--- config.mk ---
export PLATFORM = sky130hd
export DESIGN_NAME = wmp_regs
export DESIGN_NICKNAME = d
export VERILOG_FILES = /design/src/logic/wmp_pkg.sv /design/src/logic/wmp_regs.sv /design/src/logic/wmp_sequencer.sv
export SDC_FILE = /design/constraint.sdc
export NUM_CORES = 1
export LEC_CHECK = 0
export BUFFER_PORTS_ARGS = -buffer_cell sky130_fd_sc_hd__buf_2
export CAP_MARGIN = 0
export CORE_MARGIN = 1.5
export CORE_UTILIZATION = 40
export DETAILED_ROUTE_END_ITERATION = 10
export GPL_ROUTABILITY_DRIVEN = 0
export HOLD_SLACK_MARGIN = 0.02
export PLACE_DENSITY = 0.72
export SYNTH_ARGS = -nofsm -noshare
export SYNTH_HDL_FRONTEND = slang
export SYNTH_SLANG_ARGS = --single-unit
--- constraint.sdc ---
create_clock -name clk -period 2.2 [get_ports clk]
set_input_delay 0.44 -clock clk [delete_from_list [all_inputs] [get_ports clk]]
set_output_delay 0.44 -clock clk [all_outputs]
set_load 0.03 [all_outputs]
--- src/logic/wmp_pkg.sv ---
// Package for the waveform memory playlist register slice
package wmp_pkg;
	localparam int ADDR_W = 8;
	localparam int DATA_W = 16;
	localparam int MEM_AW = 14;
	localparam int WORD_W = 12;
	localparam int CNT_W  = 5;
	localparam logic [ADDR_W-1:0] OFS_READ_PTR  = 8'h0B;
	localparam logic [ADDR_W-1:0] OFS_READ_WORD = 8'h0C;
	localparam logic [ADDR_W-1:0] OFS_WAVE_CNT  = 8'h0D;
	localparam logic [ADDR_W-1:0] OFS_CLIP0_END = 8'h0E;
	localparam logic [ADDR_W-1:0] OFS_CLIP1_END = 8'h0F;
	localparam int STORED_LSB = 0;
	localparam int PLAY_LSB   = 8;
	localparam logic [WORD_W-1:0] RST_READ_WORD = 12'h000;
	localparam logic [CNT_W-1:0]  RST_COUNT     = 5'h00;
	localparam logic [MEM_AW-1:0] RST_END_PTR   = 14'h0000;
	localparam logic [MEM_AW-1:0] RST_START     = 14'h0000;

	typedef struct packed {
		logic              wr;
		logic              rd;
		logic [ADDR_W-1:0] addr;
		logic [DATA_W-1:0] wdata;
	} wmp_req_t;

	typedef struct packed {
		logic              en;
		logic [MEM_AW-1:0] addr;
	} wmp_mem_req_t;

	typedef enum logic [1:0] {
		PS_IDLE  = 2'b00,
		PS_START = 2'b01,
		PS_PLAY  = 2'b10
	} wmp_play_t;
endpackage : wmp_pkg

--- src/logic/wmp_regs.sv ---
// Register slice: readback word, waveform counts, clip end pointers
//
// Behaviour
// - Writing the readback pointer fetches that memory word into readback.
// - Readback word is 12 bits, upper bits zero, resets zero, read only.
// - Playback plays exactly play-count clips in playlist order, then stops.
// - Clip 0 and 1 end pointers are 14-bit read/write, reset zero.
`timescale 1ns/1ns
module wmp_regs (
	input  wire logic                          clk,
	input  wire logic                          resetn,
	input  wire wmp_pkg::wmp_req_t             busReq,
	output logic [wmp_pkg::DATA_W-1:0]         busRdata,
	output logic                               busRvalid,
	output wmp_pkg::wmp_mem_req_t              memReq,
	input  wire logic [wmp_pkg::WORD_W-1:0]    memRdata,
	input  wire logic                          playStart,
	input  wire logic                          clipDone,
	output logic                               playing,
	output logic [wmp_pkg::CNT_W-1:0]          clipIndex,
	output logic [wmp_pkg::MEM_AW-1:0]         clipStart,
	output logic [wmp_pkg::MEM_AW-1:0]         clipEnd,
	output logic [wmp_pkg::CNT_W-1:0]          storedCount
);
	import wmp_pkg::*;
	logic [WORD_W-1:0] readWord_r;
	logic              fetch_r;
	logic [CNT_W-1:0]  playCnt_r;
	logic [MEM_AW-1:0] clip0End_r;
	logic [MEM_AW-1:0] clip1End_r;
	logic              seqPlaying;
	logic [CNT_W-1:0]  seqIndex;
	logic              wrPtr;

	assign wrPtr = busReq.wr && busReq.addr == OFS_READ_PTR;

	// Memory answers one cycle after the request; readback latches it one cycle later
	always_ff @(posedge clk or negedge resetn) begin
		if (!resetn) begin
			memReq     <= '0;
			fetch_r    <= 1'b0;
			readWord_r <= RST_READ_WORD;
		end else begin
			memReq.en <= wrPtr;
			if (wrPtr) begin
				memReq.addr <= busReq.wdata[MEM_AW-1:0];
			end
			fetch_r <= memReq.en;
			if (fetch_r) begin
				readWord_r <= memRdata;
			end
		end
	end

	always_ff @(posedge clk or negedge resetn) begin
		if (!resetn) begin
			playCnt_r   <= RST_COUNT;
			storedCount <= RST_COUNT;
			clip0End_r  <= RST_END_PTR;
			clip1End_r  <= RST_END_PTR;
		end else if (busReq.wr) begin
			case (busReq.addr)
				OFS_WAVE_CNT: begin
					playCnt_r   <= busReq.wdata[PLAY_LSB +: CNT_W];
					storedCount <= busReq.wdata[STORED_LSB +: CNT_W];
				end
				OFS_CLIP0_END: clip0End_r <= busReq.wdata[MEM_AW-1:0];
				OFS_CLIP1_END: clip1End_r <= busReq.wdata[MEM_AW-1:0];
				default: begin
				end
			endcase
		end
	end

	// Reads of write-only or unmapped offsets return zero
	always_ff @(posedge clk or negedge resetn) begin
		if (!resetn) begin
			busRdata  <= '0;
			busRvalid <= 1'b0;
		end else begin
			busRvalid <= busReq.rd;
			if (busReq.rd) begin
				case (busReq.addr)
					OFS_READ_WORD: busRdata <= {4'h0, readWord_r};
					OFS_WAVE_CNT:  busRdata <= {3'h0, playCnt_r,
						3'h0, storedCount};
					OFS_CLIP0_END: busRdata <= {2'h0, clip0End_r};
					OFS_CLIP1_END: busRdata <= {2'h0, clip1End_r};
					default:       busRdata <= '0;
				endcase
			end
		end
	end

	wmp_sequencer #(
		.CW (CNT_W)
	) u_seq (
		.clk       (clk),
		.resetn    (resetn),
		.start     (playStart),
		.playCount (playCnt_r),
		.clipDone  (clipDone),
		.playing   (seqPlaying),
		.clipIndex (seqIndex)
	);

	// Only clips 0 and 1 are held here; later clips report zero bounds
	always_ff @(posedge clk or negedge resetn) begin
		if (!resetn) begin
			playing   <= 1'b0;
			clipIndex <= '0;
			clipStart <= RST_START;
			clipEnd   <= RST_END_PTR;
		end else begin
			playing   <= seqPlaying;
			clipIndex <= seqIndex;
			case (seqIndex)
				CNT_W'(0): begin
					clipStart <= RST_START;
					clipEnd   <= clip0End_r;
				end
				CNT_W'(1): begin
					clipStart <= clip0End_r + MEM_AW'(1);
					clipEnd   <= clip1End_r;
				end
				default: begin
					clipStart <= RST_START;
					clipEnd   <= RST_END_PTR;
				end
			endcase
		end
	end
endmodule : wmp_regs

--- src/logic/wmp_sequencer.sv ---
// Playlist sequencer: plays the requested number of clips in order
`timescale 1ns/1ns
module wmp_sequencer #(
	parameter int CW = 5
) (
	input  wire logic                    clk,
	input  wire logic                    resetn,
	input  wire logic                    start,
	input  wire logic [CW-1:0]           playCount,
	input  wire logic                    clipDone,
	output logic                         playing,
	output logic [CW-1:0]                clipIndex
);
	import wmp_pkg::*;
	wmp_play_t   state_r;
	logic [CW-1:0] left_r;

	always_ff @(posedge clk or negedge resetn) begin
		if (!resetn) begin
			state_r   <= PS_IDLE;
			left_r    <= '0;
			clipIndex <= '0;
			playing   <= 1'b0;
		end else begin
			case (state_r)
				PS_IDLE: begin
					if (start && playCount != '0) begin
						state_r   <= PS_START;
						left_r    <= playCount;
						clipIndex <= '0;
					end
				end
				PS_START: begin
					playing <= 1'b1;
					state_r <= PS_PLAY;
				end
				PS_PLAY: begin
					if (clipDone) begin
						if (left_r == CW'(1)) begin
							playing <= 1'b0;
							state_r <= PS_IDLE;
						end else begin
							left_r    <= left_r - CW'(1);
							clipIndex <= clipIndex + CW'(1);
						end
					end
				end
				default: begin
					state_r <= PS_IDLE;
					playing <= 1'b0;
				end
			endcase
		end
	end
endmodule : wmp_sequencer

Word-level counts from Yosys, hierarchy flattened --
Cells that the tools add are included.
Storage, ports and cells: input port bits 42, memories 0, output and inout port bits 71, ROM bits 0, memory bits (writable) 0, latch bits 0, logic and storage cells 65, register bits after elaboration 130
Cells by class: shift operators 0, equal/unequal tests 13, mux-type cells 18, div/mod/pow operators 0, bitwise logic cells 1, $mul 0, reductions and logical operators 12, $lt $le $gt $ge 0, add/sub/neg operators 3
Operator list (count):
- one-hot mux 14 bit (4 select lines) | 1
- equality test 8 x 4 -> 1 bit, second input constant | 5
- two-way mux 5 bit | 6
- one-hot mux 14 bit (2 select lines) | 1
- one-hot mux 5 bit (2 select lines) | 2
- adder 14 x 1 -> 14 bit, second input constant | 1
- two-way mux 14 bit | 1
- equality test 5 x 1 -> 1 bit, second input constant | 2
- two-way mux 2 bit | 3
- one-hot mux 2 bit (3 select lines) | 1
- AND reduction 2 bit | 3
- AND reduction 3 bit | 2
- adder 5 x 1 -> 5 bit, second input constant | 1
- zero test 5 bit | 1
- nonzero test 5 bit | 1
- subtractor 5 x 1 -> 5 bit, second input constant | 1
- inequality test 2 x 1 -> 1 bit, second input constant | 2
- inequality test 2 bit, second input constant | 2
- AND reduction 4 bit | 1
- one-hot mux 1 bit (3 select lines) | 1
- equality test 2 x 1 -> 1 bit, second input constant | 1
- equality test 2 bit, second input constant | 1
- logical AND 1 bit | 2
- zero test 2 bit | 1
- 3 further kinds | 4

Longest topological paths before layout --
Gate-level depths: netlist of the first run.
depth after elaboration 4, depth in mapped cells 7, mapped depth without buffers 6

Hierarchy --
From an unflattened synthesis of the first run, not the netlist that was laid out.
Second synthesis, totals: cell total of the unflattened synthesis 408, area total of the unflattened synthesis 5575.3 µm²
Modules (own cells, without submodules):
- wmp_regs | times used 1, cells an instance 327, sequential area each 2877.8 µm², area each 4798.4 µm²
- wmp_sequencer | times used 1, cells an instance 81, sequential area each 325.3 µm², area each 777.0 µm²

Worst setup path before layout of the first run --
Ideal clock, no wire load.
path kind input port to flip-flop, from input port busReq[23] (netlist name), to register clip1End_r[10], arrival time 2.096 ns, slack -0.021 ns, path buffers 2, required time 2.075 ns, setup time 0.125 ns, stages 6, path through or4b_4 -> nor3b_4 -> and4_1 -> buf_6 -> buf_12 -> mux2_4
Between the ends: longest elaborated chain between the ends 2
RTL lines:
- start: declaration | line wmp_regs.sv:12 | input wire wmp_pkg::wmp_req_t busReq,
- equality test 8 x 4 -> 1 bit | line wmp_regs.sv:62 | case (busReq.addr)
- AND reduction 2 bit (no source line)
- end signal: assignment | line wmp_regs.sv:68 | OFS_CLIP1_END: clip1End_r <= busReq.wdata[MEM_AW-1:0];
- end: declaration | line wmp_regs.sv:30 | logic [MEM_AW-1:0] clip1End_r;
No other way between the ends. A chain may end at the register's enable or synchronous reset.

Worst setup path in the final report of the first run --
from register u_seq.left_r[1], to register u_seq.clipIndex[3]
Between the ends: longest elaborated chain between the ends 3
RTL lines:
- start: declaration | line wmp_sequencer.sv:16 | logic [CW-1:0] left_r;
- start signal: assignment | line wmp_sequencer.sv:29 | left_r <= playCount;
- start signal: assignment | line wmp_sequencer.sv:43 | left_r <= left_r - CW'(1);
- equality test 5 x 1 -> 1 bit | line wmp_sequencer.sv:39 | if (left_r == CW'(1)) begin
- inequality test 2 bit (no source line)
- AND reduction 4 bit (no source line)
- end signal: assignment | line wmp_sequencer.sv:44 | clipIndex <= clipIndex + CW'(1);
- end: declaration | line wmp_sequencer.sv:12 | output logic [CW-1:0] clipIndex
No other way between the ends.

==> metrics.md, run 1 <==
| Metric | Value |
|---|---|
| Worst-Skew Late Latency | `410 ps` |
| Routed length per instance | `16.9 µm` |
| Final core utilization | `0.500` |
| Run status | `finished clean` |
| Top Layer Used | `met4` |
| Via count | `3,914` |
| Synth Instances | `446` |
| PortBufs | `between 100 and 150` |
| Crit path kind | `flop to flop` |
| # Max-Cap Violations | `0` |
| Antenna Violating Nets Remaining | `0` |
| Vias in the first global route | `around 4.0k` |
| Crit-path cells | `inv_1, ha_1, or4b_1, and3_1, and3_1, a211o_1` |
| Wl on met1 | `5480 µm` |
| Ys Warns | `0` |
| Area of the multi-input gates | `2130 µm²` |
| # fillers | `1,254` |
| TritonCTS buffer count | `17` |
| Final setup vio count | `0` |
| Largest net degree at the start of global routing | `129` |
| Clock Tree Buf Depth | `2` |
| Maximum vdd drop | `between 500 and 600 µV` |
| Post-synthesis sequential area ratio | `0.573` |
| Die extent in y | `between 100 and 150 µm` |
| Synth Flop Type | `dfrtp_1` |
| Area occupied by registers | `3200 µm²` |
| Die Area | `14,700 µm²` |
| Post-synth EDFFs | `0` |
| Drt total wl | `between 10,000 and 15,000 µm` |
| Post-route DRC | `0` |
| Fraction of layout cells with a size suffix above 1 | `0.395` |
| Crit path largest cell delay | `500 ps` |
| Row cnt | `43` |
| Root buf cell | `clkbuf_16` |
| Synthesized area per cell | `~13 µm²` |
| Drt first pass iters | `4` |
| Hold Vio Cnt, Final | `0` |
| Pre-CTS setup slack | `-54.8 ps` |
| Final worst slack | `around 230 ps` |
| Most frequent cells in the layout | `dfrtp_1 (128), buf_2 (107), mux2_2 (46), a21oi_1 (32), inv_1 (23)` |
| Commonest non-fill, non-tap cell in the layout | `dfrtp_1` |
| Period utilisation layout | `0.896` |
| Area growth syn-to-layout | `23.1%` |
| Detailed Place HPWL | `~9000 µm` |
| DRT iter0 DRCs | `248` |
| Most used cell along the critical path | `and3_1` |
| Met3 wire length | `732 µm` |
| CTS sink cnt | `128` |
| All-Layer GR Usage | `0.186` |
| Met2 routed wirelength | `6340 µm` |
| Core Area | `roughly 14,000 µm²` |
| Count of pins over their slew limit | `0` |
| Via density per instance | `5.18` |
| Worst Hold Slack | `about 94 ps` |
| Starting Density | `0.406` |
| #FFs+latches synth | `around 130` |
| Worst min path class | `primary input to asynchronous set/reset pin` |
| Post-CTS Setup Bufs | `0` |
| Initial antenna violation count | `0` |
| Total grt overflow | `0` |
| Max FO, Critical Path | `6` |
| CTS tree | `built` |
| Critical path launch point type | `flop` |
| First-pass GRT wire length | `20,600 µm` |
| WP data arrival | `2260 ps` |
| Hold buffer count at CTS | `0` |
| Tightest Pin Transition | `705 ps` |
| Lkg Pwr | `0.00346 µW` |
| Crit path max-delay cell type | `or4b_1` |
| NumNets Final | `612` |
| Synth cell types | `52` |
| Fraction of registers with async set/reset | `1.00` |
| Die Span X | `121 µm` |
| Pwr dens | `~930 nW/µm²` |
| Post-CTS resize count | `0` |
| Syn Std Cell Area | `5590 µm²` |
| Worst Path Required | `around 2500 ps` |
| Skew final | `7.56 ps` |
| I/O pin count | `~110` |
| RSZ-0062 raised after global routing | `no` |
| Htree depth | `4` |
| Clk pin slew, worst setup/hold paths | `50 ps` |
| Final Critical Period | `1970 ps` |
| Slew margin rel. | `0.530` |
| Max Clock Freq | `507 MHz` |
| Critical Path Sink Type | `flop` |
flip-flops by register name, indices dropped and copies added (netlist names), 12 cells and up:
name / count
busRdata: 14
clip0End_r: 14
clipEnd: 14
readWord_r: 12
clip1End_r: 14
memReq: 15
clipStart: 14
kinds of logic after synthesis:
kind of cell,after synthesis,synth area share
other,1,0.000670
AO/OA/AOI/OAI,86,0.0957
flip-flops,128,0.573
multiplexers,79,0.172
buffers and inverters,53,0.0465
adder cells (fa/ha/maj),6,0.0134
XOR/XNOR,10,0.0157
AND/OR/NAND/NOR,83,0.0837
worst max-delay path, delay by kind of cell, from the launching register on:
kind                     cells  cell delay [ps]
AO/OA/AOI/OAI                1              260
adder cells (fa/ha/maj)      1              150
buffers and inverters        1              100
flip-flops                   1              380
AND/OR/NAND/NOR              3              960
stage by stage:
step                instances  cell area [µm²]  total power (µW)  TNS (ps)
finish                    756             6890              6370         0
global placement          725             6370              3900      -153
global route              755             6880              6660         0
CTS                       755             6880              6430         0
floorplan                 447             5600              3550      -297
detailed placement        725             6370              3960      -612
power by group:
part | internal (µW) | switching (µW)
combinational | 398 | 734
clock | 1500 | 949
sequential | 2590 | 204
total | 4490 | 1890
Yosys cell counts (all sizes together), types with 4 or more instances:
master    n  area (µm²)
mux2     66         818
dfrtp   128        3200
ha        6        75.1
and3      4        26.3
o21ai    17        85.1
nand3    18        90.1
buf      11         103
o22ai     9        56.3
nor2     17        63.8
xnor2     8        70.1
clkbuf   19        71.3
nand2     9        33.8
and2      4        25.0
inv      23        86.3
a22o     15         131
nand4     6        37.5
a21oi    32         160
nor3      8        45.0
mux2i    12         120
layer usage:
metal  global-route usage  vias to the layer above
li1                     -                     1827
met1                0.244                     1957
met2                0.295                      113
met3               0.0493                       17
met4               0.0713                        0
met5                    0                        -
final cells by class:
cell class / instances / area share
sequential: 128 / 0.465
inverter: 23 / 0.0125
timing repair buffer: 128 / 0.104
multi-input combinational: 266 / 0.310
clock buffer: 23 / 0.0694
clock inverter: 7 / 0.00545
antenna: 1 / 0.000363
tap: 180 / 0.0327
path summary, 6_finish.rpt:
| path | start | to | slack, ps | depth (start not counted) |
|---|---|---|---|---|
| max | u_seq.left_r[1] | u_seq.clipIndex[3] | 230 | 6 |
| min | resetn | clipIndex[3] | 90 | 2 |
| max reg2reg | u_seq.left_r[1] | u_seq.clipIndex[3] | 230 | 6 |
| min reg2reg | memReq[14] | fetch_r | 370 | 0 |
| max in group asynchronous | resetn | clip1End_r[12] | 1540 | 2 |
| min in group clk | memRdata[10] | readWord_r[10] | 260 | 2 |
Note: power is estimated with default switching activity, not from simulation.
==> inputs of run 2 (changes only) <==
- CELL_PAD_IN_SITES_DETAIL_PLACEMENT: not set -> 1
- CELL_PAD_IN_SITES_GLOBAL_PLACEMENT: not set -> 2
- CORE_UTILIZATION: 40 -> 36
- CTS_CLUSTER_DIAMETER: not set -> 40
- PLACE_DENSITY: 0.72 -> 0.9
==> run 2 against run 1 <==
- global-route usage rose by 1.3 points
- register-to-register slack lost 60 ps
- total power grew 10%
- clock skew up 1.0 ps
- routed wire length is 19% higher
- critical endpoint unchanged
- largest cell class unchanged
==> metrics.md, run 2 (synthesized netlist as in run 1, its figures left out) <==
| Metric | Value |
|---|---|
| Final Critical Period | `2030 ps (+60.0 ps)` |
| Period utilisation layout | `0.923 (+0.0273)` |
| Die extent in y | `128 µm (+5.3%)` |
| Worst reg2reg setup slack | `170 ps (-60 ps)` |
| PortBufs | `108 (unchanged)` |
| Run status | `finished clean` |
| Via density per instance | `5.35 (+3.3%)` |
| Final instance area | `7050 µm² (+2.3%)` |
| Ant diodes | `0 (-1)` |
| Area growth syn-to-layout | `26.0%` |
| Worst reg2reg path endpoint | `u_seq.clipIndex[3]` |
| First-pass GRT wire length | `24,400 µm (+18%)` |
| Pwr dens | `996 nW/µm² (+7.7%)` |
| Worst Path Required | `2510 ps (+20 ps)` |
| Post-CTS Setup Bufs | `0 (unchanged)` |
| Cell Area, Placed | `6390 µm² (+0.43%)` |
| WP data arrival | `2340 ps (+80 ps)` |
| Max FO, Critical Path | `6 (unchanged)` |
| Slew margin rel. | `0.632 (+0.102)` |
| Commonest non-fill, non-tap cell in the layout | `dfrtp_1` |
| Largest net degree at the start of global routing | `55 (-57%)` |
| Critical Path Sink Type | `flop` |
| FF-to-FF path depth | `6 (unchanged)` |
| Die Area | `16,300 µm² (+11%)` |
| Worst min path class | `primary input to flop` |
| Max Clock Freq | `492 MHz (-3.0%)` |
| Tightest Pin Transition | `552 ps (-153 ps)` |
| Skew final | `8.61 ps (+1.05 ps)` |
| Count of pins over their slew limit | `0 (unchanged)` |
| Final core utilization | `0.464 (-0.0364)` |
| Drt total wl | `15,200 µm (+19%)` |
| Lkg Pwr | `0.00352 µW (+1.6%)` |
| Worst-Skew Late Latency | `420 ps (about the same)` |
| Most frequent cells in the layout | `dfrtp_1 (128), buf_2 (107), mux2_2 (46), a21oi_1 (32), inv_1 (23)` |
| Worst hold endpoint | `readWord_r[10]` |
| Clock Tree Buf Depth | `2 (unchanged)` |
| RSZ-0062 raised after global routing | `no` |
| DRT iter0 DRCs | `178 (-28%)` |
| Starting Density | `0.368 (-0.0382)` |
| I/O pin count | `113 (unchanged)` |
| Largest Register | `memReq` |
| Detailed Place HPWL | `10,700 µm (+19%)` |
| Root buf cell | `clkbuf_16` |
| CTS sink cnt | `128 (unchanged)` |
| Row cnt | `45 (+4.7%)` |
| Hold Path Depth | `2` |
| Maximum vdd drop | `578 µV (+6.4%)` |
| Max FFs per register | `15 (unchanged)` |
| Routed length per instance | `19.9 µm (+18%)` |
| Hold Vio Cnt, Final | `0 (unchanged)` |
| Initial antenna violation count | `0 (unchanged)` |
| Total grt overflow | `0 (unchanged)` |
| Reg-to-Reg Start | `u_seq.left_r[1]` |
| Fraction of layout cells with a size suffix above 1 | `0.397 (+0.00210)` |
| Critical path launch point type | `flop` |
| Vias in the first global route | `4,449 (+12%)` |
| Final setup vio count | `0 (unchanged)` |
| All-Layer GR Usage | `0.199 (+0.0133)` |
| CTS tree | `built` |
| Core Area | `15,200 µm² (+10%)` |
| Hold Crit Start | `memRdata[10]` |
| Antenna Violating Nets Remaining | `0 (unchanged)` |
| TritonCTS buffer count | `17 (unchanged)` |
| Clk pin slew, worst setup/hold paths | `60 ps (about the same)` |
| Die Span X | `128 µm (+5.3%)` |
| NumNets Final | `612 (unchanged)` |
| # Max-Cap Violations | `0 (unchanged)` |
| Crit path kind | `flop to flop` |
| Drt first pass iters | `4 (unchanged)` |
| Via count | `4,093 (+4.6%)` |
| Post-route DRC | `0 (unchanged)` |
| Htree depth | `4 (unchanged)` |
## run 2: cell types whose count changed in the layout (fill, tap and decap cells not counted), sizes merged
cell / change
clkinvlp: +1
buf: -1
dlygate4sd3: +1
diode: -1
clkinv: -3
bufinv: +4
## run 2: area by class of cell
class | count | area (µm²)
multi-input combinational | 266 | 2130
sequential | 128 | 3200
clock inverter | 9 | 154
fill | 1625 | 8160
tap | 188 | 235
clock buffer | 23 | 488
timing repair buffer | 128 | 746
inverter | 23 | 86.3
## run 2: power by group
| group | total [µW] | internal (µW) | switching (µW) | leakage, µW |
|---|---|---|---|---|
| Clock | 3040 | 2010 | 1030 | 0.000309 |
| Sequential | 2800 | 2590 | 216 | 0.00175 |
| Combinational | 1180 | 405 | 775 | 0.00146 |
| Total | 7020 | 5000 | 2020 | 0.00352 |
## run 2: worst max-delay path by stage
stage	startpoint	endpoint	slack, ps	cells after the start
2_1_floorplan	busReq[23]	clip1End_r[10]	-20	6
3_3_place_gp	busReq[23]	clip1End_r[2]	-20	6
4_1_cts	u_seq.left_r[1]	u_seq.clipIndex[3]	170	6
5_1_grt	u_seq.left_r[1]	u_seq.clipIndex[3]	70	6
6_report	u_seq.left_r[1]	u_seq.clipIndex[3]	170	6
3_5_place_dp	busReq[23]	clip1End_r[1]	-70	6
## run 2: what timing repair did
| item | 4_1_cts | 5_1_grt |
|---|---|---|
| endpoints found under the hold margin | 32 | 0 |
| endpoints found under the setup margin | 0 | 0 |
| hold buffers | 1 | 0 |
| resized for setup | 0 | 0 |
## run 2: routing by layer
| layer | share of wire | global-route usage | vias to the layer above |
|---|---|---|---|
| met2 | 0.51 | 0.331 | 114 |
| met5 | 0 | 0 | - |
| met4 | 0.033 | 0.0965 | 0 |
| met1 | 0.42 | 0.248 | 2111 |
| met3 | 0.041 | 0.0417 | 40 |
| li1 | - | - | 1828 |
## run 2: per-stage QoR
step	worst slack [ps]	TNS, ps	total power [µW]	cells	hold slack (ps)
CTS	172	0	7080	765	235
finish	169	0	7020	765	248
floorplan	-20.8	-297	3550	447	144
detailed placement	-68.3	-931	4010	732	366
global route	69.1	0	7320	765	241
global placement	-16.6	-63.1	3930	732	361
## run 2: worst max-delay path, cell delays in order (launching register included)
cell,delay [ps]
dfrtp_1,380
inv_1,110
ha_1,160
or4b_1,520
and3_1,290
and3_1,190
a211o_1,260
==> inputs of run 3 (changes only) <==
- CORE_UTILIZATION: 36 -> 37
- SYNTH_HIERARCHICAL: not set -> 1
==> run 3 against run 2 <==
- core utilization grew 1.5 points
- critical path type is now primary input to flop
- critical endpoint is now memReq[13]
- final cell count shrank 5.2%
- non-clock buffer count shrank 4
- register-to-register slack gained 370 ps
==> metrics.md, run 3 <==
| Metric | Value |
|---|---|
| Run status | `finished clean` |
| Max FO, Critical Path | `12 (+6)` |
| All-Layer GR Usage | `0.202 (+0.00340)` |
| Die extent in y | `126 µm (-1.5%)` |
| Post-synth top cells | `dfrtp_1 (128), mux2_2 (44), nor2_1 (30)` |
| Synth top area share | `0.575 (+0.00193)` |
| Crit path largest cell delay | `500 ps (-20 ps)` |
| Ys Warns | `6 (+6)` |
| Via density per instance | `5.26 (-1.7%)` |
| Post-Place Cells | `693 (-5.3%)` |
| Clk pin slew, worst setup/hold paths | `50 ps (about the same)` |
| Worst Hold Slack | `92.0 ps (-156 ps)` |
| Post-CTS resize count | `0 (unchanged)` |
| Htree depth | `4 (unchanged)` |
| Lkg Pwr | `0.00364 µW (+3.5%)` |
| Largest Register | `memReq` |
| Post-synthesis sequential area ratio | `0.575 (+0.00193)` |
| Vias in the first global route | `4,354 (-2.1%)` |
| Post-route DRC | `0 (unchanged)` |
| Skew final | `8.72 ps (+0.110 ps)` |
| Hold Vio Cnt, Final | `0 (unchanged)` |
| Period utilisation layout | `0.787 (-0.137)` |
| Slew margin rel. | `0.536 (-0.0959)` |
| RSZ-0062 raised after global routing | `no` |
| # Max-Cap Violations | `0 (unchanged)` |
| Commonest non-fill, non-tap cell in the layout | `dfrtp_1` |
| Critical Path Sink Type | `flop` |
| DRT iter0 DRCs | `204 (+15%)` |
| Hold buffer count at CTS | `0 (-1)` |
| Starting Density | `0.381 (+0.0127)` |
| Maximum vdd drop | `495 µV (-14%)` |
| Top-count cell post-synth | `dfrtp_1` |
| Post-synth EDFFs | `0 (unchanged)` |
| Count of pins over their slew limit | `0 (unchanged)` |
| Final setup vio count | `0 (unchanged)` |
| Via count | `3,813 (-6.8%)` |
| Crit path kind | `primary input to flop` |
| Root buf cell | `clkbuf_16` |
| Fraction of registers with async set/reset | `1.00 (unchanged)` |
| WP data arrival | `2030 ps (-310 ps)` |
| Drt first pass iters | `7 (+3)` |
| Antenna Violating Nets Remaining | `0 (unchanged)` |
| NumNets Final | `574 (-6.2%)` |
| Synthesized area per cell | `13.7 µm² (+8.9%)` |
| Drt total wl | `14,800 µm (-2.8%)` |
| Pwr dens | `1000 nW/µm² (+0.78%)` |
| Worst-Skew Late Latency | `420 ps (about the same)` |
| Die Span X | `126 µm (-1.5%)` |
| PortBufs | `108 (unchanged)` |
| Detailed Place HPWL | `10,400 µm (-2.9%)` |
| Routed length per instance | `20.4 µm (+2.6%)` |
| Largest cells by area after synthesis | `dfrtp_1 (57%), mux2_2 (8.9%), mux2_4 (5.1%)` |
| Tightest Pin Transition | `695 ps (+144 ps)` |
| Worst min path class | `primary input to asynchronous set/reset pin` |
| Most frequent cells in the layout | `dfrtp_1 (128), buf_2 (107), mux2_2 (44), nor2_1 (30), mux2_4 (19)` |
| Setup_tns | `0 ps (unchanged)` |
| CTS sink cnt | `128 (unchanged)` |
| Critical path launch point type | `primary input` |
| Syn Std Cell Area | `5580 µm² (-0.34%)` |
| Area growth syn-to-layout | `25.6%` |
| Worst Path Required | `2500 ps (about the same)` |
| Row cnt | `44 (-2.2%)` |
| Fraction of layout cells with a size suffix above 1 | `0.431 (+0.0338)` |
| Max Clock Freq | `578 MHz (+17%)` |
| Synth Flop Type | `dfrtp_1` |
| Clock Tree Buf Depth | `2 (unchanged)` |
| Total grt overflow | `0 (unchanged)` |
| Max FFs per register | `15 (unchanged)` |
| Synth cell types | `55 (+5.8%)` |
| Final Critical Period | `1730 ps (-300 ps)` |
| #FFs+latches synth | `128 (unchanged)` |
| Post-CTS Setup Bufs | `0 (unchanged)` |
| Final core utilization | `0.478 (+0.0148)` |
| Initial antenna violation count | `0 (unchanged)` |
| Crit-path cells | `buf_2, nor4_4, nand2_1, or4_1, buf_4, mux2_1` |
| First-pass GRT wire length | `24,200 µm (-0.46%)` |
| Synth Instances | `408 (-8.5%)` |
| TritonCTS buffer count | `17 (unchanged)` |
| I/O pin count | `113 (unchanged)` |
| Final non-filler cell total | `725 (-5.2%)` |
| Ant diodes | `0 (unchanged)` |
| Die Area | `15,800 µm² (-3.0%)` |
| Largest net degree at the start of global routing | `129 (+130%)` |
| Post-synth top area cell | `dfrtp_1` |
| CTS tree | `built` |
| Core Area | `14,600 µm² (-3.7%)` |
| Crit path max-delay cell type | `or4_1` |
## run 3: changes by cell type after synthesis, moves of 8 or more
cell      before  now
clkbuf_1      19   11
nor2_1        17   30
inv_1         23    7
o21ai_0       17    9
nand2_1        9   18
xor2_1         2   10
a21oi_1       32    7
nand3_1       18   10
mux4_2         1    9
## run 3: where the power goes
group,total (µW),internal [µW],switching [µW]
Sequential,2790,2580,209
Clock,2920,1900,1020
Combinational,1320,455,867
Total,7030,4940,2100
## run 3: cell type report
cell class	count	area (µm²)
Sequential cell	128	3200
Clock buffer	23	488
Tap cell	184	230
Timing Repair Buffer	124	713
Multi-Input combinational cell	250	2210
Fill cell	1564	7640
Clock inverter	9	129
Inverter	7	26.3
## run 3: per-layer routing
| metal | vias up | GRT usage | part of all wire |
|---|---|---|---|
| li1 | 1716 | - | - |
| met1 | 1969 | 0.239 | 0.41 |
| met2 | 108 | 0.353 | 0.52 |
| met3 | 20 | 0.0590 | 0.053 |
| met4 | 0 | 0.0717 | 0.017 |
| met5 | - | 0 | 0 |
## run 3: worst paths after layout
kind,slack (ps),to,depth (start not counted),start
min in group clk,160,busRvalid,1,busReq[24]
max in group asynchronous,1580,clipEnd[1],2,resetn
worst min register to register,370,fetch_r,0,memReq[14]
worst max-delay path,470,memReq[13],6,busReq[21]
worst max register to register,540,clipStart[13],4,clip0End_r[7]
worst min-delay path,90,readWord_r[4],2,resetn
## run 3: cells by family (layout without fill, tap and decap cells)
family,count (synthesis),count (layout),synth area share
DFF,128,128,0.575
muxes,93,93,0.215
and+or+nand+nor,88,88,0.0830
AOI/OAI and AO/OA,52,52,0.0718
buffers and inverters,31,163,0.0289
xor gates and xnor gates,11,11,0.0173
adders and majority gates,4,4,0.00898
other,1,2,0.000673
## run 3: worst max-delay path, delay by kind of cell
kind	cells	cell delay, ps
muxes	1	330
and+or+nand+nor	3	900
buffers and inverters	2	350
## run 3: stage by stage
step                      power (µW)  area [µm²]  setup slack (ps)
after CTS                       7100        7000               477
after global routing            7350        7000               408
after floorplan                 3690        5580               241
after global placement          4080        6390              98.3
after detailed placement        4160        6390              20.1
final                           7030        7000               469
